$ cat src/design/spk_pkg.sv
// Constants, types and helpers for the speaker amplifier control block
package spk_pkg;

  // ----------------------------------------------------------------
  // Bus shape
  // ----------------------------------------------------------------
  localparam int unsigned WB_ADR_W = 18;  // Byte address width
  localparam int unsigned WB_DAT_W = 32;  // Data width
  localparam int unsigned IDX_W    = 16;  // Register index width

  // ----------------------------------------------------------------
  // Register indexes (byte address is four times the index)
  // ----------------------------------------------------------------
  localparam logic [IDX_W-1:0] IDX_AMP_CTRL   = 16'hF2BC;
  localparam logic [IDX_W-1:0] IDX_WIRE_CTRL  = 16'hF2BF;
  localparam logic [IDX_W-1:0] IDX_SHORT_CTRL = 16'hF2C8;
  localparam logic [IDX_W-1:0] IDX_IRQ_STATUS = 16'hF2C9;
  localparam logic [IDX_W-1:0] IDX_IRQ_MASK   = 16'hF2CA;

  // ----------------------------------------------------------------
  // Field positions and reset values
  // ----------------------------------------------------------------
  localparam int unsigned AMP_EN_BIT    = 0;  // Output enable
  localparam int unsigned GAIN_BIT      = 1;  // Modulator gain
  localparam int unsigned WIRE_ON_BIT   = 0;  // Break detector on
  localparam int unsigned FLAG_BIT      = 7;  // Result flags
  localparam int unsigned SHORT_ON_BIT  = 0;  // Short detector on
  localparam int unsigned INTERVAL_LSB  = 1;  // Stuck-high code
  localparam int unsigned COUNT_LSB     = 4;  // Short count code
  localparam int unsigned IRQ_SHORT_BIT = 0;  // Short event
  localparam int unsigned IRQ_WIRE_BIT  = 1;  // Break event
  localparam logic [7:0]  REG_RESET     = 8'h00;

  // ----------------------------------------------------------------
  // Codes
  // ----------------------------------------------------------------
  typedef logic [2:0] code_t;
  localparam code_t CODE_CONST = 3'h0;  // Constant monitoring
  localparam code_t CODE_OFF   = 3'h7;  // Detection disabled

  // ----------------------------------------------------------------
  // Timing
  // ----------------------------------------------------------------
  localparam int unsigned CLK_PERIOD_NS   = 50;
  localparam int unsigned STUCK_BASE_NS   = 62_500;     // 62.5us
  localparam int unsigned GAIN1_BASE_NS   = 8_000_000;  // 8ms
  localparam int unsigned SHORT_SAMPLE_NS = 2_000;      // 2us
  localparam int unsigned STUCK_BASE_CYC  =
    (STUCK_BASE_NS + CLK_PERIOD_NS - 1) / CLK_PERIOD_NS;
  localparam int unsigned GAIN1_BASE_CYC  =
    (GAIN1_BASE_NS + CLK_PERIOD_NS - 1) / CLK_PERIOD_NS;
  localparam int unsigned SHORT_SAMPLE_CYC =
    (SHORT_SAMPLE_NS + CLK_PERIOD_NS - 1) / CLK_PERIOD_NS;
  localparam int unsigned CNT_W  = 22;  // Stuck-high counter width
  localparam int unsigned TICK_W = 6;   // Sample divider width
  localparam int unsigned RUN_W  = 7;   // Consecutive hit counter

  // Word address matches a register index
  function automatic logic isReg(input logic [WB_ADR_W-1:0] adr,
                                 input logic [IDX_W-1:0] idx);
    isReg = (adr[WB_ADR_W-1:2] == idx);
  endfunction

endpackage

$ cat src/design/spk_short_det.sv
// Stuck-high PWM and speaker pin short judgment
`timescale 1ns/1ps
module spk_short_det #(
  parameter int unsigned STUCK_BASE_CYC = spk_pkg::STUCK_BASE_CYC,
  parameter int unsigned GAIN1_BASE_CYC = spk_pkg::GAIN1_BASE_CYC
) (
  input  wire logic          ref_clk,
  input  wire logic          reset_n,
  input  wire logic          clkEn,
  input  wire logic          detEn,
  input  wire logic          pwmLevel,
  input  wire logic          pinShort,
  input  wire logic          gainSel,
  input  wire spk_pkg::code_t intervalCode,
  input  wire spk_pkg::code_t countCode,
  output logic               detHit
);
  import spk_pkg::*;

  // ----------------------------------------------------------------
  // Stuck-high judgment
  // ----------------------------------------------------------------
  localparam logic [TICK_W-1:0] SAMPLE_LAST =
    TICK_W'(SHORT_SAMPLE_CYC - 1);

  // Judgment length in cycles for a gain and code
  function automatic logic [CNT_W-1:0] stuckLimit(input logic g,
                                                  input code_t c);
    logic [CNT_W-1:0] b1;
    b1 = CNT_W'(GAIN1_BASE_CYC);
    if (!g) begin
      stuckLimit = CNT_W'(STUCK_BASE_CYC) << c;
    end else begin
      unique case (c)
        3'h0:    stuckLimit = b1;
        3'h1:    stuckLimit = b1 + (b1 >> 1);
        3'h2:    stuckLimit = b1 << 1;
        3'h3:    stuckLimit = (b1 << 1) + b1;
        3'h4:    stuckLimit = b1 << 2;
        3'h5:    stuckLimit = (b1 << 2) + (b1 << 1);
        default: stuckLimit = b1 << 3;
      endcase
    end
  endfunction

  logic [CNT_W-1:0] highCntQ;   // Cycles PWM has stayed high
  logic             stuckHitQ;  // PWM judged stuck high
  logic [CNT_W-1:0] limitM1;    // Last count before judgment
  logic             stuckArm;   // Stuck-high judgment active

  assign limitM1  = stuckLimit(gainSel, intervalCode) - CNT_W'(1);
  assign stuckArm = detEn && (intervalCode != CODE_OFF);

  // time PWM high against chosen interval
  always_ff @(posedge ref_clk) begin
    if (!reset_n) begin
      highCntQ  <= '0;
      stuckHitQ <= 1'b0;
    end else if (clkEn) begin
      // PWM held high is an error
      if (!stuckArm || !pwmLevel) begin
        highCntQ  <= '0;
        stuckHitQ <= 1'b0;
      end else if (highCntQ == limitM1) begin
        stuckHitQ <= 1'b1;
      end else begin
        highCntQ <= highCntQ + CNT_W'(1);
      end
    end
  end

  // ----------------------------------------------------------------
  // Pin short judgment
  // ----------------------------------------------------------------
  logic [TICK_W-1:0] tickCntQ;   // Sample period divider
  logic [RUN_W-1:0]  runQ;       // Consecutive short samples
  logic              shortHitQ;  // Pins judged shorted
  logic              shortArm;   // Short judgment active
  logic              tick;       // Sample instant
  logic [RUN_W-1:0]  need;       // Samples needed for judgment

  assign shortArm = detEn && (countCode != CODE_OFF);
  assign tick     = (tickCntQ == SAMPLE_LAST);
  assign need     = RUN_W'(1) << countCode;

  always_ff @(posedge ref_clk) begin
    if (!reset_n) begin
      tickCntQ <= '0;
    end else if (clkEn) begin
      if (!shortArm || tick) begin
        tickCntQ <= '0;
      end else begin
        tickCntQ <= tickCntQ + TICK_W'(1);
      end
    end
  end

  // short between pins or to ground
  always_ff @(posedge ref_clk) begin
    if (!reset_n) begin
      runQ      <= '0;
      shortHitQ <= 1'b0;
    end else if (clkEn) begin
      if (!shortArm) begin
        runQ      <= '0;
        shortHitQ <= 1'b0;
      end else if (countCode == CODE_CONST) begin
        // Any single short counts
        shortHitQ <= pinShort;
      end else if (tick) begin
        if (!pinShort) begin
          runQ      <= '0;
          shortHitQ <= 1'b0;
        end else if (runQ + RUN_W'(1) >= need) begin
          shortHitQ <= 1'b1;
        end else begin
          runQ <= runQ + RUN_W'(1);
        end
      end
    end
  end

  assign detHit = stuckHitQ | shortHitQ;
endmodule

$ cat src/design/spk_amp_ctrl.sv
// Speaker amplifier control, detectors and Wishbone registers
`timescale 1ns/1ps
module spk_amp_ctrl #(
  parameter int unsigned STUCK_BASE_CYC = spk_pkg::STUCK_BASE_CYC,
  parameter int unsigned GAIN1_BASE_CYC = spk_pkg::GAIN1_BASE_CYC
) (
  input  wire logic                         ref_clk,
  input  wire logic                         reset_n,
  input  wire logic                         clkEn,
  input  wire logic                         wb_cyc_i,
  input  wire logic                         wb_stb_i,
  input  wire logic                         wb_we_i,
  input  wire logic [spk_pkg::WB_ADR_W-1:0] wb_adr_i,
  input  wire logic [3:0]                   wb_sel_i,
  input  wire logic [spk_pkg::WB_DAT_W-1:0] wb_dat_i,
  output logic      [spk_pkg::WB_DAT_W-1:0] wb_dat_o,
  output logic                              wb_ack_o,
  input  wire logic                         playbackEnableBit,
  input  wire logic                         pwmLevel,
  input  wire logic                         shortSenseIn,
  input  wire logic                         wireSenseIn,
  output logic                              speakerOutPositive,
  output logic                              speakerOutPositiveOe,
  output logic                              speakerOutNegative,
  output logic                              speakerOutNegativeOe,
  output logic                              modulatorGainSelect,
  output logic                              wireBreakDetectorOn,
  output logic                              playbackStopBit,
  output logic                              pwmReset,
  output logic                              irq
);
  import spk_pkg::*;

  // ----------------------------------------------------------------
  // Bus decode
  // ----------------------------------------------------------------
  logic       ackQ;        // Acknowledge, one cycle per request
  logic       accept;      // Request taken this cycle
  logic       wrLane;      // Write with low byte lane
  logic       wrAmp;       // Write to amp control
  logic       wrWire;      // Write to wire break control
  logic       wrShort;     // Write to short control
  logic       wrMask;      // Write to interrupt mask
  logic       rdStatus;    // Read of interrupt status
  logic [7:0] wByte;       // Written byte

  assign accept   = wb_cyc_i && wb_stb_i && !ackQ;
  assign wrLane   = accept && wb_we_i && wb_sel_i[0];
  assign wByte    = wb_dat_i[7:0];
  assign wrAmp    = wrLane && isReg(wb_adr_i, IDX_AMP_CTRL);
  assign wrWire   = wrLane && isReg(wb_adr_i, IDX_WIRE_CTRL);
  assign wrShort  = wrLane && isReg(wb_adr_i, IDX_SHORT_CTRL);
  assign wrMask   = wrLane && isReg(wb_adr_i, IDX_IRQ_MASK);
  assign rdStatus = accept && !wb_we_i
                    && isReg(wb_adr_i, IDX_IRQ_STATUS);

  // ----------------------------------------------------------------
  // Pin input synchronisers
  // ----------------------------------------------------------------
  logic [1:0] syncAQ;      // First stage, read by second only
  logic [1:0] syncBQ;      // Second stage
  logic [1:0] syncCQ;      // Third stage
  logic [1:0] senseQ;      // Accepted levels {wire, short}

  // Three-stage capture of the analog comparators
  always_ff @(posedge ref_clk) begin
    if (!reset_n) begin
      syncAQ <= 2'h0;
      syncBQ <= 2'h0;
      syncCQ <= 2'h0;
    end else if (clkEn) begin
      syncAQ <= {wireSenseIn, shortSenseIn};
      syncBQ <= syncAQ;
      syncCQ <= syncBQ;
    end
  end

  // Level changes once stages two and three agree
  always_ff @(posedge ref_clk) begin
    if (!reset_n) begin
      senseQ <= 2'h0;
    end else if (clkEn) begin
      for (int i = 0; i < 2; i++) begin
        if (syncBQ[i] == syncCQ[i]) begin
          senseQ[i] <= syncCQ[i];
        end
      end
    end
  end

  // ----------------------------------------------------------------
  // Control registers
  // ----------------------------------------------------------------
  logic [1:0] ampCtrlQ;    // Gain select and output enable
  logic       wireOnQ;     // Wire break detector on
  logic [6:0] shortCtrlQ;  // Count, interval and detector on
  logic [1:0] irqMaskQ;    // Interrupt mask

  always_ff @(posedge ref_clk) begin
    if (!reset_n) begin
      ampCtrlQ   <= REG_RESET[1:0];
      wireOnQ    <= REG_RESET[WIRE_ON_BIT];
      shortCtrlQ <= REG_RESET[6:0];
      irqMaskQ   <= REG_RESET[1:0];
    end else if (clkEn) begin
      if (wrAmp) begin
        ampCtrlQ <= wByte[1:0];
      end
      if (wrWire) begin
        wireOnQ <= wByte[WIRE_ON_BIT];
      end
      if (wrShort) begin
        shortCtrlQ <= wByte[6:0];
      end
      if (wrMask) begin
        irqMaskQ <= wByte[1:0];
      end
    end
  end

  logic  ampOn;            // Amplifier driving pins
  logic  shortOn;          // Short detector enable bit
  logic  shortEn;          // Short detection effective
  code_t intervalCode;     // Stuck-high interval code
  code_t countCode;        // Short count code

  assign ampOn        = ampCtrlQ[AMP_EN_BIT];
  assign shortOn      = shortCtrlQ[SHORT_ON_BIT];
  assign intervalCode = shortCtrlQ[INTERVAL_LSB +: 3];
  assign countCode    = shortCtrlQ[COUNT_LSB +: 3];
  assign shortEn      = shortOn && ampOn && playbackEnableBit;

  // ----------------------------------------------------------------
  // Short and stuck-high detection
  // ----------------------------------------------------------------
  logic detHit;            // Judgment from the detector

  spk_short_det #(
    .STUCK_BASE_CYC (STUCK_BASE_CYC),
    .GAIN1_BASE_CYC (GAIN1_BASE_CYC)
  ) u_det (
    .ref_clk      (ref_clk),
    .reset_n      (reset_n),
    .clkEn        (clkEn),
    .detEn        (shortEn),
    .pwmLevel     (pwmLevel),
    .pinShort     (senseQ[0]),
    .gainSel      (ampCtrlQ[GAIN_BIT]),
    .intervalCode (intervalCode),
    .countCode    (countCode),
    .detHit       (detHit)
  );

  logic shortFlagQ;        // Short result flag
  logic stopQ;             // Stop and PWM reset pulse
  logic shortEvent;        // First judgment of a short

  assign shortEvent = detHit && !shortFlagQ;

  // flag holds until detector bit cleared
  always_ff @(posedge ref_clk) begin
    if (!reset_n) begin
      shortFlagQ <= 1'b0;
      stopQ      <= 1'b0;
    end else if (clkEn) begin
      if (detHit) begin
        // New judgment wins over clearing
        shortFlagQ <= 1'b1;
      end else if (!shortOn) begin
        shortFlagQ <= 1'b0;
      end
      // stop playback on the first judgment
      stopQ <= shortEvent;
    end
  end

  assign playbackStopBit = stopQ;
  assign pwmReset        = stopQ;

  // ----------------------------------------------------------------
  // Wire break detection
  // ----------------------------------------------------------------
  logic wireFlagQ;         // Wire break result flag

  // result follows the comparator while on
  always_ff @(posedge ref_clk) begin
    if (!reset_n) begin
      wireFlagQ <= 1'b0;
    end else if (clkEn) begin
      wireFlagQ <= wireOnQ && senseQ[1];
    end
  end

  assign wireBreakDetectorOn = wireOnQ;

  // ----------------------------------------------------------------
  // Speaker pins
  // ----------------------------------------------------------------
  logic posQ;              // Positive pin level
  logic negQ;              // Negative pin level

  // Both low after a short so no current flows
  always_ff @(posedge ref_clk) begin
    if (!reset_n) begin
      posQ <= 1'b0;
      negQ <= 1'b0;
    end else if (clkEn) begin
      posQ <= ampOn && !shortFlagQ && pwmLevel;
      negQ <= ampOn && !shortFlagQ && !pwmLevel;
    end
  end

  assign speakerOutPositiveOe = ampOn;
  assign speakerOutNegativeOe = ampOn;
  assign speakerOutPositive   = posQ;
  assign speakerOutNegative   = negQ;
  assign modulatorGainSelect  = ampCtrlQ[GAIN_BIT];

  // ----------------------------------------------------------------
  // Interrupts
  // ----------------------------------------------------------------
  logic [1:0] irqStatusQ;  // Sticky events
  logic [1:0] irqSet;      // Events this cycle
  logic       wireEvent;   // Break flag rising

  assign wireEvent = wireOnQ && senseQ[1] && !wireFlagQ;
  assign irqSet    = {wireEvent, shortEvent};

  // short raises its interrupt; set wins over read clear
  always_ff @(posedge ref_clk) begin
    if (!reset_n) begin
      irqStatusQ <= 2'h0;
    end else if (clkEn) begin
      if (rdStatus) begin
        irqStatusQ <= irqSet;
      end else begin
        irqStatusQ <= irqStatusQ | irqSet;
      end
    end
  end

  assign irq = |(irqStatusQ & irqMaskQ);

  // ----------------------------------------------------------------
  // Bus answer
  // ----------------------------------------------------------------
  logic [WB_DAT_W-1:0] rdataQ;  // Registered read data
  logic [7:0]          rByte;   // Selected register byte

  // Read mux, unmapped reads zero
  always_comb begin
    rByte = 8'h00;
    if (isReg(wb_adr_i, IDX_AMP_CTRL)) begin
      rByte = {6'h00, ampCtrlQ};
    end else if (isReg(wb_adr_i, IDX_WIRE_CTRL)) begin
      rByte = {wireFlagQ, 6'h00, wireOnQ};
    end else if (isReg(wb_adr_i, IDX_SHORT_CTRL)) begin
      rByte = {shortFlagQ, shortCtrlQ};
    end else if (isReg(wb_adr_i, IDX_IRQ_STATUS)) begin
      rByte = {6'h00, irqStatusQ};
    end else if (isReg(wb_adr_i, IDX_IRQ_MASK)) begin
      rByte = {6'h00, irqMaskQ};
    end
  end

  // One-cycle acknowledge for any address
  always_ff @(posedge ref_clk) begin
    if (!reset_n) begin
      ackQ   <= 1'b0;
      rdataQ <= '0;
    end else if (clkEn) begin
      ackQ <= accept;
      if (accept && !wb_we_i) begin
        rdataQ <= {24'h00_0000, rByte};
      end
    end
  end

  assign wb_ack_o = ackQ;
  assign wb_dat_o = rdataQ;
endmodule

$ cat config.mk
export PLATFORM = sky130hd
export DESIGN_NAME = spk_amp_ctrl
export DESIGN_NICKNAME = d
export VERILOG_FILES = /design/src/design/spk_pkg.sv /design/src/design/spk_short_det.sv /design/src/design/spk_amp_ctrl.sv
export SDC_FILE = /design/constraint.sdc
export NUM_CORES = 1
export LEC_CHECK = 0
export ABC_AREA = 1
export BUFFER_PORTS_ARGS = -buffer_cell sky130_fd_sc_hd__buf_2
export CAP_MARGIN = 20
export CORE_ASPECT_RATIO = 0.6
export CORE_MARGIN = 2
export CORE_UTILIZATION = 55
export CTS_CLUSTER_SIZE = 40
export DETAILED_ROUTE_END_ITERATION = 8
export GPL_ROUTABILITY_DRIVEN = 1
export GPL_TIMING_DRIVEN = 0
export PLACE_DENSITY = 0.8
export SETUP_SLACK_MARGIN = 0.4
export SLEW_MARGIN = 20
export SYNTH_ARGS = -nofsm -noshare
export SYNTH_HDL_FRONTEND = slang
export SYNTH_SLANG_ARGS = --single-unit
$ cat constraint.sdc
create_clock -name ref_clk -period 2.9 [get_ports ref_clk]
set_input_delay 0 -clock ref_clk [delete_from_list [all_inputs] [get_ports ref_clk]]
set_output_delay 0 -clock ref_clk [all_outputs]
set_load 0.1 [all_outputs]
==> metrics.md <==
| Metric | Value |
|---|---|
| IO Pins | 106 |
| Asr flop ratio synth | 0% |
| Final HPWL DP | between 10000 and 15000 um |
| Syn avg cell area | 6.52 sq um |
| Drt wl/cell | around 16 um |
| Share of layout cells above drive strength 1 | 24.5% |
| Final hold violation count | 0 |
| Die area | 0.0102 sq mm |
| Busiest grt layer | met2 |
| Synthesis-stage register bit count | 73 |
| CP endpoint kind | flop |
| Critical Path RT | between 3 and 4 ns |
| GR Util met2 | 50.4% |
| First-pass GRT wire length | ~26000 um |
| Final ANT Viol Nets | 0 |
| Iteration-0 DRC Markers | 763 |
| Grt met3 use | 6.67% |
| Total of max-cap violations | 0 |
| Total Wirelength | approximately 17000 um |
| Pre-CTS WS | -0.157 ns |
| Crit path time final | 2.70 ns |
| I/O Buffers | 50 |
| Pin count of the biggest net entering global routing | 15 |
| Clock Tree Buf Depth | 2 |
| Register-to-Register Path Depth | 9 |
| Critical Path Start Type | flop |
| Root Buffer | clkbuf_16 |
| Setup Skew | 0.00577 ns |
| Reg-to-reg startpoint | u_det.tickCntQ[0]$_SDFFE_PN0P_ |
| Number of diodes | 0 |
| Final nets | about 1000 |
| Post-synth top flop | dfxtp_1 |
| Initial antenna violation count | 0 |
| Pwr/cell area | a little over 400 mW/mm^2 |
| Number of global-route vias before repair | approximately 5300 |
| Leak Pwr | 3.02 nW |
| Worst reg2reg setup slack | 0.20 ns |
| VDD IR max | approximately 0.36 mV |
| CTS buffer count | 9 |
| Slowest-stage cell, CP | a21oi_1 |
| Period utilisation layout | 93.3% |
| GP Congestion | roughly 0.95 |
| Worst-path clk slew | approximately 0.060 ns |
| Core ar. | between 0.009 and 0.01 sq mm |
| Max-slew headroom | between 50% and 60% |
| H-tree Lvls | 3 |
| Slowest cell delay on critical path | ~0.59 ns |
| Sequential share of the synthesized area | between 20% and 30% |
| Drc violations | 0 |
| Initial Util | approximately 56% |
| Hold_ws | 0.0355 ns |
| Crit path max fanout | 7 |
| Netlist cell types | 47 |
| Total GRT Usage | roughly a third |
| Critical-path cell list | ha_1, nand2_1, nor4_1, o21ai_0, a21oi_1, a21boi_2, inv_2, a21oi_2, a211oi_2 |
| Crit path launch | u_det.tickCntQ[0]$_SDFFE_PN0P_ |
| Slew Limit Fails | 0 |
| Area Overhead vs Synth | 28.3% |
| Vias per cell | between 5 and 6 |
| CTS tree | done |
| RSZ-0062 raised after global routing | true |
| Mapped cell area | 0.00516 sq mm |
| Die Y | 79.1 um |
| Max Freq | ~370 MHz |
| Worst setup margin | around 0.20 ns |
| Area post-placement | between 0.005 and 0.006 sq mm |
| Final setup vio count | 0 |
| Die W | 129 um |
| HP Class | primary input to flop |
| Critical path arrival | 2.90 ns |
| Final Cell Area | roughly 0.0066 sq mm |
| Grt ovf | 0 |
| Reg2reg end | u_det.runQ[5]$_SDFFE_PN0P_ |
| Synth Instances | 792 |
| Rows | 27 |
| Fin util | 72.3% |
| Worst skew pair latency | approximately 0.34 ns |
| Met1 Use GR | a little under half |
| Via count | 5823 |
| TritonRoute pass-1 iters | 6 |
| Slew @ Worst Pin | around 0.68 ns |
| EDFF count, synth | 0 |
| Setup CP Type | flop to flop |
| Yosys warns | 0 |
| CTS Sinks | 73 |
| Status | finished clean |
| Crit path to | u_det.runQ[5]$_SDFFE_PN0P_ |
## Yosys cell counts (2+ instances only)
cell,number,area [sq um]
nor3_1,28,140
buf_4,29,218
o21a_1,3,22.5
nor2_4,6,67.6
nand3_2,5,50.1
nor2_2,3,18.8
clkbuf_1,12,45.0
nand3b_1,3,22.5
a21oi_1,38,190
nand2_1,155,582
o22ai_1,2,12.5
o221ai_1,2,17.5
buf_2,3,15.0
buf_1,3,11.3
nand4_1,18,113
ha_1,17,213
a21oi_2,4,35.0
o21ai_0,29,145
buf_6,3,33.8
xnor2_1,3,26.3
nand2_4,4,45.0
nand2_2,9,56.3
nor4_1,5,31.3
a211oi_1,7,52.6
dfxtp_1,73,1460
inv_1,82,308
or2_2,3,18.8
o21ai_1,3,15.0
nor3b_1,4,30.0
nand3_1,76,380
nor2_1,113,424
a31oi_1,2,12.5
inv_2,8,30.0
xor2_1,23,201
a32oi_1,2,17.5
## final cells by class
| class | instances | area (sq um) |
|---|---|---|
| Buffer | 50 | 335 |
| Inverter | 92 | 362 |
| Sequential cell | 73 | 1480 |
| Fill cell | 733 | 2530 |
| Clock buffer | 9 | 225 |
| Tap cell | 130 | 163 |
| Clock inverter | 7 | 103 |
| Timing Repair Buffer | 90 | 617 |
| Multi-Input combinational cell | 600 | 3340 |
## cells by family after synthesis
| family | synth area share [%] |
|---|---|
| flip-flops | 28.3 |
| AO/OA/AOI/OAI | 10.5 |
| adder cells (fa/ha/maj) | 4.12 |
| buffers and inverters | 13.0 |
| AND/OR/NAND/NOR | 39.1 |
| other | 0.0726 |
| XOR/XNOR | 4.85 |
## where the power goes
group          total, mW  switching [mW]  internal (mW)
registers           1.05          0.0283           1.02
logic              0.433           0.314          0.119
clock network       1.25           0.484          0.764
total               2.73           0.826           1.91
## per-stage QoR
stage	total power, mW	TNS (ns)	instances
6_report	2.73	0	1051
3_5_place_dp	1.46	-1.59	995
5_1_grt	2.80	0	1051
4_1_cts	2.70	0	1045
2_1_floorplan	1.38	0	815
3_3_place_gp	1.45	-0.963	995
## what timing repair did
item                                    CTS  global route
hold buffers                              9             0
gates resized for setup                  36            40
gates cloned                              1             0
setup buffers                            24             6
pin swaps                                14            20
endpoints found under the hold margin    11             0
endpoints found under the setup margin   31            30
## sequential cells by signal, summed over array words and instances (netlist names), 2 cells and up
name,flops
irqStatusQ,2
syncCQ,2
irqMaskQ,2
u_det.tickCntQ,6
u_det.highCntQ,22
syncBQ,2
wb_dat_o,8
shortCtrlQ,7
u_det.runQ,7
syncAQ,2
senseQ,2
ampCtrlQ,2
## routing by layer
| metal | part of all wire (%) | up-vias |
|---|---|---|
| li1 | - | 2786 |
| met1 | 44 | 2645 |
| met2 | 42 | 361 |
| met3 | 12 | 31 |
| met4 | 1.6 | 0 |
| met5 | 0 | - |
## worst min-delay path by stage
| stage | start | endpoint | slack (ns) | depth (start not counted) |
|---|---|---|---|---|
| 6_report | wb_stb_i | wb_ack_o$_SDFFE_PN0P_ | 0.04 | 5 |
| 5_1_grt | wb_dat_i[0] | wireBreakDetectorOn$_SDFFE_PN0P_ | 0.06 | 3 |
| 4_1_cts | wb_stb_i | wb_ack_o$_SDFFE_PN0P_ | 0.03 | 5 |
| 3_5_place_dp | wireSenseIn | syncAQ[1]$_SDFFE_PN0P_ | 0.23 | 3 |
| 3_3_place_gp | shortSenseIn | syncAQ[0]$_SDFFE_PN0P_ | 0.23 | 3 |
| 2_1_floorplan | shortSenseIn | syncAQ[0]$_SDFFE_PN0P_ | 0.13 | 2 |
## layout by cell type (no fill, tap or decap), drive strengths merged, types with 2 or more instances in the layout
cell type / Yosys / routed
or2: 4 / 4
conb: 1 / 24
nand2: 168 / 168
nand3: 81 / 81
a31oi: 2 / 2
o221ai: 2 / 2
o21a: 3 / 3
a21oi: 42 / 42
bufinv: 0 / 2
nor3: 29 / 29
clkinv: 1 / 4
o22ai: 2 / 2
o21ai: 32 / 32
buf: 38 / 119
a32oi: 2 / 2
xor2: 23 / 23
nor2: 122 / 122
nor3b: 4 / 4
nand4: 19 / 19
ha: 17 / 17
xnor2: 3 / 3
clkbuf: 12 / 21
a211oi: 7 / 7
dlygate4sd3: 0 / 9
dfxtp: 73 / 73
inv: 91 / 92
nor4: 5 / 5
nand3b: 3 / 3
## critical path: cells and delay by family, from the launching register on
family / cells / cell delay (ns)
DFF: 1 / 0.39
AOI/OAI and AO/OA: 5 / 1.44
buffers and inverters: 1 / 0.12
adders and majority gates: 1 / 0.20
and+or+nand+nor: 2 / 0.42
Power figures use the tool's default switching activity.
